<file path="config.mk">
export PLATFORM = sky130hd
export DESIGN_NAME = dic_top
export DESIGN_NICKNAME = d
export VERILOG_FILES = /design/src/shared/dic_pkg.sv /design/src/core/dic_filt_cell.sv /design/src/core/dic_top.sv
export SDC_FILE = /design/constraint.sdc
export NUM_CORES = 2
export LEC_CHECK = 0
export BUFFER_PORTS_ARGS = -buffer_cell sky130_fd_sc_hd__buf_2
export CAP_MARGIN = 10
export CORE_ASPECT_RATIO = 1.25
export CORE_MARGIN = 2
export CORE_UTILIZATION = 55
export DETAILED_ROUTE_END_ITERATION = 12
export MAX_ROUTING_LAYER = met4
export PLACE_DENSITY = 0.82
export SKIP_LAST_GASP = 1
export SLEW_MARGIN = 10
export SYNTH_ARGS = -nofsm -noshare
export SYNTH_HDL_FRONTEND = slang
export SYNTH_SLANG_ARGS = --single-unit
export TNS_END_PERCENT = 10
</file>
<file path="constraint.sdc">
create_clock -name mclk -period 2.4 [get_ports mclk]
set_clock_uncertainty 0.15 [all_clocks]
set_input_delay 0.24 -clock mclk [delete_from_list [all_inputs] [get_ports mclk]]
set_output_delay 0.24 -clock mclk [all_outputs]
set_load 0.05 [all_outputs]
</file>
<file path="src/shared/dic_pkg.sv">
// dic_pkg: constants, register map and types of the digital input conditioner
// assumes one 50 MHz clock and a classic wishbone register port of 32 bits
// Operation
// [RL1] a new input state is reported only after stability for the full filter time
// [RL2] each input has its own filter time in ms, fifty ms after reset
// [RL3] filter times count in ms, using a ms time base from the clock
// [RL4] an inverted input reports 1 while inactive, 0 while active
// [RL5] inversion is chosen per input, independently of the others
// [RL6] indicator outputs follow the filtered level and ignore inversion
// [RL7] baud rates 600 to 115200 in eleven steps, 19200 after reset
// [RL8] parity none, odd, even, mark or space, even after reset
// [RL9] one or two stop bits, one after reset
// [RL10] packet-end idle gap of 8 to 256 bit times, 8 after reset
// [RL11] station address 1 to 256, 1 after reset
// [RL12] any input change before the filter time expires restarts its timer
package dic_pkg;
  localparam int unsigned CLK_HZ   = 50_000_000;
  localparam int unsigned TICK_MS  = 1;
  localparam int unsigned TICK_CYC = TICK_MS * CLK_HZ / 1000;
  localparam int unsigned N_IN     = 16;

  typedef logic [15:0] dic_ms_t;
  typedef logic [16:0] dic_bitcyc_t;

  typedef enum logic [2:0] {
    PAR_NONE  = 3'b000,
    PAR_ODD   = 3'b001,
    PAR_EVEN  = 3'b010,
    PAR_MARK  = 3'b011,
    PAR_SPACE = 3'b100
  } dic_parity_t;

  typedef struct packed {
    logic [3:0]  baud_sel;
    dic_bitcyc_t bit_cyc;
    dic_parity_t parity;
    logic        stop2;
    logic [7:0]  gap_m1;
    logic [7:0]  station_m1;
  } dic_link_cfg_t;

  // register byte addresses
  localparam logic [7:0] ADR_STATE   = 8'h00;
  localparam logic [7:0] ADR_LEVEL   = 8'h04;
  localparam logic [7:0] ADR_INVERT  = 8'h08;
  localparam logic [7:0] ADR_LINK    = 8'h0C;
  localparam logic [7:0] ADR_STATION = 8'h10;
  localparam logic [7:0] ADR_FILT    = 8'h40;

  // link register field positions
  localparam int unsigned F_BAUD_LSB = 0;
  localparam int unsigned F_PAR_LSB  = 4;
  localparam int unsigned F_STOP_BIT = 8;
  localparam int unsigned F_GAP_LSB  = 16;

  // reset values and limits
  localparam dic_ms_t     FILT_MS_RST    = 16'h0032;
  localparam logic [15:0] INVERT_RST     = 16'h0000;
  localparam logic [3:0]  BAUD_RST       = 4'h5;
  localparam logic [3:0]  BAUD_MAX       = 4'hA;
  localparam dic_parity_t PAR_RST        = PAR_EVEN;
  localparam logic        STOP2_RST      = 1'b0;
  localparam logic [7:0]  GAP_M1_RST     = 8'h07;
  localparam logic [7:0]  GAP_M1_MIN     = 8'h07;
  localparam logic [7:0]  STATION_M1_RST = 8'h00;

  // clock cycles per bit for a baud index
  function automatic dic_bitcyc_t dic_bit_cyc(input logic [3:0] sel);
    int unsigned r;
    r = CLK_HZ / 19200;
    case (sel)
      4'h0: r = CLK_HZ / 600;
      4'h1: r = CLK_HZ / 1200;
      4'h2: r = CLK_HZ / 2400;
      4'h3: r = CLK_HZ / 4800;
      4'h4: r = CLK_HZ / 9600;
      4'h6: r = CLK_HZ / 28800;
      4'h7: r = CLK_HZ / 38400;
      4'h8: r = CLK_HZ / 57600;
      4'h9: r = CLK_HZ / 76800;
      4'hA: r = CLK_HZ / 115200;
      default: r = CLK_HZ / 19200;
    endcase
    return r[16:0];
  endfunction

  // byte-lane merge of a write into a stored word
  function automatic logic [31:0] dic_merge(input logic [31:0] old_w,
                                            input logic [31:0] new_w,
                                            input logic [3:0]  sel);
    logic [31:0] m;
    m = old_w;
    for (int b = 0; b < 4; b++) begin
      if (sel[b]) begin
        m[b*8 +: 8] = new_w[b*8 +: 8];
      end
    end
    return m;
  endfunction
endpackage

</file>
<file path="src/core/dic_filt_cell.sv">
// dic_filt_cell: stability filter for one field input
// assumes din is synchronous to mclk and ms_tick is a one-cycle pulse per ms
`timescale 1ns/1ps
`default_nettype none
module dic_filt_cell (
  // clock and reset
  input  wire logic             mclk,
  input  wire logic             rst_b,
  // time base and setting
  input  wire logic             ms_tick,
  input  wire dic_pkg::dic_ms_t filt_ms,
  // input and filtered level
  input  wire logic             din,
  output logic                  level_q
);
  import dic_pkg::*;

  logic        samp_q;
  logic [16:0] cnt_q;
  logic        stable_w;
  logic        due_w;

  // strictly more ticks than the setting, so a partial first ms never counts
  assign stable_w = (din == samp_q);
  assign due_w    = stable_w && (samp_q != level_q) && (cnt_q > {1'b0, filt_ms}); // RL1

  // previous sample, to see every change
  always_ff @(posedge mclk or negedge rst_b) begin
    if (!rst_b) begin
      samp_q <= 1'b0;
    end else begin
      samp_q <= din;
    end
  end

  // ms counter: cleared by any change or when nothing is pending
  always_ff @(posedge mclk or negedge rst_b) begin
    if (!rst_b) begin
      cnt_q <= 17'h00000;
    end else if (!stable_w || (samp_q == level_q)) begin
      cnt_q <= 17'h00000; // RL12
    end else if (ms_tick && (cnt_q != 17'h1FFFF)) begin
      cnt_q <= cnt_q + 17'h00001; // RL3
    end
  end

  // accepted level
  always_ff @(posedge mclk or negedge rst_b) begin
    if (!rst_b) begin
      level_q <= 1'b0;
    end else if (due_w) begin
      level_q <= samp_q; // RL1
    end
  end
endmodule
`default_nettype wire

</file>
<file path="src/core/dic_top.sv">
// dic_top: sixteen input conditioner with wishbone registers and link settings
// assumes a classic wishbone master on mclk and field inputs synchronous to mclk
`timescale 1ns/1ps
`default_nettype none
module dic_top #(
  parameter int unsigned TICK_CYC_P = dic_pkg::TICK_CYC,
  parameter int unsigned N_IN_P     = dic_pkg::N_IN
) (
  // clock and reset
  input  wire logic                  mclk,
  input  wire logic                  rst_b,
  // wishbone slave
  input  wire logic                  wb_cyc_i,
  input  wire logic                  wb_stb_i,
  input  wire logic                  wb_we_i,
  input  wire logic [7:0]            wb_adr_i,
  input  wire logic [3:0]            wb_sel_i,
  input  wire logic [31:0]           wb_dat_i,
  output logic [31:0]                wb_dat_o,
  output logic                       wb_ack_o,
  // field inputs, bit 0 is input_one, bit 1 is input_two
  input  wire logic [N_IN_P-1:0]     din,
  // reported states and indicators
  output logic [N_IN_P-1:0]          report_q,
  output logic [N_IN_P-1:0]          led_q,
  // serial link settings
  output var dic_pkg::dic_link_cfg_t link_cfg_q
);
  import dic_pkg::*;

  logic [15:0]       tick_cnt_q;
  logic              ms_tick_q;
  logic [N_IN_P-1:0] lvl_w;
  logic [N_IN_P-1:0] inv_q;
  dic_ms_t           fms_q [N_IN_P];
  logic              req_w;
  logic              wr_w;
  logic [31:0]       rd_d;
  logic [31:0]       link_rd_w;
  logic [31:0]       link_new_w;
  logic [31:0]       stat_new_w;
  logic [31:0]       inv_new_w;
  logic              fsel_w;
  logic [3:0]        fidx_w;

  // one request per transfer: ack is high for one cycle only
  assign req_w  = wb_cyc_i && wb_stb_i && !wb_ack_o;
  assign wr_w   = req_w && wb_we_i;
  assign fsel_w = (wb_adr_i[7:6] == ADR_FILT[7:6]);
  assign fidx_w = wb_adr_i[5:2];

  // ms time base shared by all filters, a single counter saves area
  always_ff @(posedge mclk or negedge rst_b) begin
    if (!rst_b) begin
      tick_cnt_q <= 16'h0000;
      ms_tick_q  <= 1'b0;
    end else if (tick_cnt_q == 16'(TICK_CYC_P - 1)) begin
      tick_cnt_q <= 16'h0000;
      ms_tick_q  <= 1'b1; // RL3
    end else begin
      tick_cnt_q <= tick_cnt_q + 16'h0001;
      ms_tick_q  <= 1'b0;
    end
  end

  // one filter per input, each with its own time
  for (genvar i = 0; i < N_IN_P; i++) begin : g_cell
    dic_filt_cell u_cell (
      .mclk    (mclk),
      .rst_b   (rst_b),
      .ms_tick (ms_tick_q),
      .filt_ms (fms_q[i]),
      .din     (din[i]),
      .level_q (lvl_w[i])
    );
  end

  // reported state takes inversion, indicators never do
  always_ff @(posedge mclk or negedge rst_b) begin
    if (!rst_b) begin
      report_q <= '0;
      led_q    <= '0;
    end else begin
      report_q <= lvl_w ^ inv_q; // RL4 RL5
      led_q    <= lvl_w; // RL6
    end
  end

  // inversion mask, one bit per input
  assign inv_new_w = dic_merge({16'h0000, 16'(inv_q)}, wb_dat_i, wb_sel_i);
  always_ff @(posedge mclk or negedge rst_b) begin
    if (!rst_b) begin
      inv_q <= N_IN_P'(INVERT_RST);
    end else if (wr_w && wb_adr_i == ADR_INVERT) begin
      inv_q <= inv_new_w[N_IN_P-1:0]; // RL5
    end
  end

  // per-input filter times
  always_ff @(posedge mclk or negedge rst_b) begin
    if (!rst_b) begin
      for (int i = 0; i < N_IN_P; i++) begin
        fms_q[i] <= FILT_MS_RST; // RL2
      end
    end else if (wr_w && fsel_w && (int'(fidx_w) < N_IN_P)) begin
      fms_q[fidx_w] <= 16'(dic_merge({16'h0000, fms_q[fidx_w]}, wb_dat_i, wb_sel_i)); // RL2
    end
  end

  // link settings as software reads them back
  always_comb begin
    link_rd_w = 32'h00000000;
    link_rd_w[F_BAUD_LSB +: 4] = link_cfg_q.baud_sel;
    link_rd_w[F_PAR_LSB +: 3]  = link_cfg_q.parity;
    link_rd_w[F_STOP_BIT]      = link_cfg_q.stop2;
    link_rd_w[F_GAP_LSB +: 8]  = link_cfg_q.gap_m1;
  end
  assign link_new_w = dic_merge(link_rd_w, wb_dat_i, wb_sel_i);
  assign stat_new_w = dic_merge({24'h000000, link_cfg_q.station_m1}, wb_dat_i, wb_sel_i);

  // link settings: illegal codes keep the old value, short gaps clamp to 8
  always_ff @(posedge mclk or negedge rst_b) begin
    if (!rst_b) begin
      link_cfg_q.baud_sel   <= BAUD_RST; // RL7
      link_cfg_q.bit_cyc    <= dic_bit_cyc(BAUD_RST);
      link_cfg_q.parity     <= PAR_RST; // RL8
      link_cfg_q.stop2      <= STOP2_RST; // RL9
      link_cfg_q.gap_m1     <= GAP_M1_RST; // RL10
      link_cfg_q.station_m1 <= STATION_M1_RST; // RL11
    end else if (wr_w && wb_adr_i == ADR_LINK) begin
      if (link_new_w[F_BAUD_LSB +: 4] <= BAUD_MAX) begin
        link_cfg_q.baud_sel <= link_new_w[F_BAUD_LSB +: 4]; // RL7
        link_cfg_q.bit_cyc  <= dic_bit_cyc(link_new_w[F_BAUD_LSB +: 4]);
      end
      if (link_new_w[F_PAR_LSB +: 3] <= PAR_SPACE) begin
        link_cfg_q.parity <= dic_parity_t'(link_new_w[F_PAR_LSB +: 3]); // RL8
      end
      link_cfg_q.stop2 <= link_new_w[F_STOP_BIT]; // RL9
      if (link_new_w[F_GAP_LSB +: 8] < GAP_M1_MIN) begin
        link_cfg_q.gap_m1 <= GAP_M1_MIN; // RL10
      end else begin
        link_cfg_q.gap_m1 <= link_new_w[F_GAP_LSB +: 8]; // RL10
      end
    end else if (wr_w && wb_adr_i == ADR_STATION) begin
      link_cfg_q.station_m1 <= stat_new_w[7:0]; // RL11
    end
  end

  // read decode; unmapped words read zero and still answer
  always_comb begin
    rd_d = 32'h00000000;
    if (fsel_w) begin
      if (int'(fidx_w) < N_IN_P) begin
        rd_d[15:0] = fms_q[fidx_w];
      end
    end else begin
      case (wb_adr_i)
        ADR_STATE:   rd_d[N_IN_P-1:0] = report_q;
        ADR_LEVEL:   rd_d[N_IN_P-1:0] = led_q;
        ADR_INVERT:  rd_d[N_IN_P-1:0] = inv_q;
        ADR_LINK:    rd_d = link_rd_w;
        ADR_STATION: rd_d[7:0] = link_cfg_q.station_m1;
        default:     rd_d = 32'h00000000;
      endcase
    end
  end

  // answer one cycle after the request, dropped the cycle after
  always_ff @(posedge mclk or negedge rst_b) begin
    if (!rst_b) begin
      wb_ack_o <= 1'b0;
      wb_dat_o <= 32'h00000000;
    end else begin
      wb_ack_o <= req_w;
      if (req_w && !wb_we_i) begin
        wb_dat_o <= rd_d;
      end
    end
  end
endmodule
`default_nettype wire

</file>
==> impl_metrics.env <==
export IMPL_cp_start_kind="flop"
export IMPL_p_comb_frac=0.180
export IMPL_wl_per_cell_um=21.5
export IMPL_async_flop_share=1.00
export IMPL_yosysUniqueCellTypes=73
export IMPL_maxSlewHeadroom=0.244
export IMPL_outcome="finished, violations left"
export IMPL_timing_final_ws_setup_ns=-0.108
export IMPL_grt_setup_unrepaired="yes"
export IMPL_grt_pass1_vias=33041
export IMPL_drt_iter0_drc=2876
export IMPL_crit_fanout=2
export IMPL_worst_pin_slew_ns=1.13
export IMPL_clkLatencyLatePin_ns=0.64
export IMPL_gr_usage_all_layers=0.334
export IMPL_finalCritPeriodShare=1.04
export IMPL_violations="negative setup slack"
export IMPL_grt_overflow=0
export IMPL_drc=0
export IMPL_die_width_um=241
export IMPL_pwr_share_clk=0.379
export IMPL_switching_share=0.307
export IMPL_dpl_hpwl_um=82800
export IMPL_end_kind="flop"
export IMPL_power_w=0.0297
export IMPL_port_buffers=153
export IMPL_ys_ff_latch=691
export IMPL_arrival_ns=2.86
export IMPL_power_density_nw_per_um2=634
export IMPL_pin_count=171
export IMPL_hp_class="in2reg"
export IMPL_path_clk_slew_ns=0.06
export IMPL_fp_dieH_um=301
export IMPL_h_tree_depth=3
export IMPL_syn_inst=3963
export IMPL_worstSetupPathType="reg2reg"
export IMPL_hold_worst_slack_ns=0.0960
export IMPL_drt_pass1_iterations=6
export IMPL_dr_total_vias=32983
export IMPL_grt_start_max_net_pins=97
export IMPL_tritoncts="yes"
export IMPL_power_switching_w=0.00910
export IMPL_ys_flop_type="dfrtp_1"
export IMPL_ir_drop_uv=579
export IMPL_synth_warnings=0
export IMPL_grt_pass1_wl_um=182000
export IMPL_gp_congestion=0.973
export IMPL_period_needed_ns=2.51
export IMPL_syn_avg_cell_area_sq_um=9.77
export IMPL_drv_cap=0
export IMPL_yosysSeqAreaShare=0.448
export IMPL_setup_violations=34
export IMPL_power_leakage_nw=21.3
export IMPL_cts_num_sinks=691
export IMPL_avgViaCountPerCell=6.04
export IMPL_numCtsBuffers=70
export IMPL_max_freq_mhz=399
export IMPL_core_area_sq_um=69600
export IMPL_slew_viol_final=0
export IMPL_finalNetCount=4827
export IMPL_hold_viol_final=0
export IMPL_power_frac_seq=0.441
export IMPL_start_util=0.557
export IMPL_post_route_util=0.673
export IMPL_postRouteAntennaNets=0
export IMPL_rows=108
export IMPL_antenna_found_initial=4
export IMPL_die_area_sq_um=72600
export IMPL_drive_gt1_frac=0.216
export IMPL_internal_power_w=0.0206
export IMPL_worst_ep_required_time_ns=2.76
export IMPL_cts_root_buf="clkbuf_16"
export IMPL_syn2layout_area_growth_pct=20.9
export IMPL_netlist_area_sq_um=38700
export IMPL_synth_edff_count=0
export IMPL_wl_um=118000
export IMPL_clockBufferDepth=3
## metal layers
metal,vias to the layer above,track usage,share of wire,wire length (um)
met5,-,-,0,0
met2,1636,0.523,0.47,54800
met3,566,0.0748,0.087,10200
met4,0,0.231,0.083,9770
met1,15998,0.382,0.36,42900
li1,14783,-,-,-
## kinds of logic (layout without fill, tap and decap cells)
group / Yosys count / count (layout) / synth area share
buffers and inverters: 472 / 1027 / 0.0509
muxes: 178 / 178 / 0.0710
DFF: 691 / 691 / 0.448
other: 1 / 12 / 0.0000968
and+or+nand+nor: 1363 / 1363 / 0.163
xor gates and xnor gates: 237 / 237 / 0.0536
adders and majority gates: 295 / 295 / 0.0953
AOI/OAI and AO/OA: 726 / 726 / 0.118
## cells in the mapped netlist (9+ instances only)
master	n	area share
dfrtp_1	632	0.41
nor2_1	578	0.056
a21oi_1	362	0.047
inv_1	300	0.029
ha_1	295	0.095
nand2_1	295	0.029
xor2_1	173	0.039
o21ai_0	130	0.017
nand3_1	109	0.014
clkbuf_1	87	0.0084
nand4_1	80	0.013
mux4_2	72	0.042
nor3_1	69	0.0089
xnor2_1	64	0.014
dfstp_2	59	0.040
mux2_2	53	0.015
mux2i_1	52	0.013
and3_1	42	0.0068
buf_2	42	0.0054
or3_1	33	0.0053
buf_4	27	0.0052
nand2b_1	27	0.0044
nor2b_1	27	0.0044
and4_1	25	0.0057
a211oi_1	24	0.0047
a21o_1	22	0.0043
nor4_1	20	0.0032
o31ai_1	19	0.0037
o21a_1	16	0.0031
a21boi_0	15	0.0029
nand4b_1	15	0.0034
o211ai_1	15	0.0029
a21oi_2	13	0.0029
a221oi_4	13	0.0088
o22a_1	13	0.0029
buf_1	10	0.00097
o21ai_1	10	0.0013
a22o_1	9	0.0020
and2_1	9	0.0015
## power groups by stage
| stage | clock [W] | combinational (W) | sequential (W) |
|---|---|---|---|
| 5_1_grt | 0.0118 | 0.00569 | 0.0131 |
| 3_5_place_dp | 0 | 0.00499 | 0.0132 |
| 2_1_floorplan | 0 | 0.00233 | 0.0137 |
| 3_3_place_gp | 0 | 0.00485 | 0.0132 |
| 6_report | 0.0113 | 0.00535 | 0.0131 |
| 4_1_cts | 0.0113 | 0.00514 | 0.0130 |
## flip-flops by register name, summed over array words and instances, names as in the netlist
register               flops
g_cell.u_cell.cnt_q      272
fms_q                    256
link_cfg_q                41
wb_dat_o                  24
g_cell.u_cell.level_q     16
g_cell.u_cell.samp_q      16
inv_q                     16
led_q                     16
report_q                  16
tick_cnt_q                16
ms_tick_q                  1
wb_ack_o                   1
## worst max-delay path, cell delays in order (launching register included)
cell       delay (ns)
dfstp_2          0.53
inv_1            0.05
ha_1             0.19
a21oi_1          0.13
o21ai_0          0.11
or3b_4           0.41
a2111oi_4        0.39
a221oi_2         0.13
mux2_4           0.31
## area by class of cell
type                            instances  area [sq um]
Multi-Input combinational cell       2807         19900
Antenna cell                            4          10.0
Clock inverter                         25           295
Fill cell                            4742         22800
Inverter                              300          1130
Sequential cell                       691         17400
Tap cell                              935          1170
Clock buffer                          105          2030
Timing Repair Buffer                  597          4910
## per-stage QoR
step	TNS [ns]	setup WS [ns]	std cells	area (sq um)
2_1_floorplan	-1.57	-0.0385	3970	38800
3_3_place_gp	-20.13	-0.341	5272	43500
3_5_place_dp	-30.91	-0.354	5272	43500
4_1_cts	-0.473	-0.0457	5449	46400
5_1_grt	-8.61	-0.169	5464	46800
6_report	-1.41	-0.108	5464	46800
## final timing paths
path / startpoint / to / slack [ns] / cells after the start
worst max-delay path: fms_q[197] / g_cell[3].u_cell.level_q / -0.11 / 8
worst min-delay path: wb_adr_i[5] / wb_dat_o[5] / 0.1 / 4
worst max register to register: fms_q[197] / g_cell[3].u_cell.level_q / -0.11 / 8
worst min register to register: tick_cnt_q[0] / tick_cnt_q[0] / 0.31 / 1
max in group asynchronous: rst_b / wb_dat_o[0] / 0.41 / 3
min in group asynchronous: rst_b / link_cfg_q[8] / 0.12 / 2
## placed cells by master (no fill, tap or decap), types with 16 or more instances in the layout
master | netlist | routed
ha_1 | 295 | 288
nand3_1 | 109 | 103
dlygate4sd3_1 | 0 | 46
xor2_1 | 173 | 173
dfstp_2 | 59 | 59
and4_1 | 25 | 20
nand2b_1 | 27 | 27
nor2_1 | 578 | 576
a21oi_2 | 13 | 16
mux2_2 | 53 | 52
dfrtp_1 | 632 | 626
o31ai_1 | 19 | 17
clkbuf_16 | 0 | 71
o21ai_0 | 130 | 126
nor3_1 | 69 | 57
nand4_1 | 80 | 80
xnor2_1 | 64 | 64
or3_1 | 33 | 32
mux2i_1 | 52 | 49
buf_2 | 42 | 150
a21o_1 | 22 | 22
buf_4 | 27 | 343
a211oi_1 | 24 | 24
inv_1 | 300 | 298
mux4_2 | 72 | 72
nand2_1 | 295 | 295
clkbuf_1 | 87 | 21
a21oi_1 | 362 | 359
and3_1 | 42 | 34
buf_12 | 0 | 53
nor2b_1 | 27 | 18
## timing repair
action / CTS / global route
setup endpoints to repair: 63 / 212
pin swaps: 3 / 27
endpoints found under the hold margin: 707 / 0
buffers inserted: 1 / 11
hold buffers: 46 / 0
gates resized for setup: 24 / 73
No activity file was read; power rests on OpenSTA's default activity.
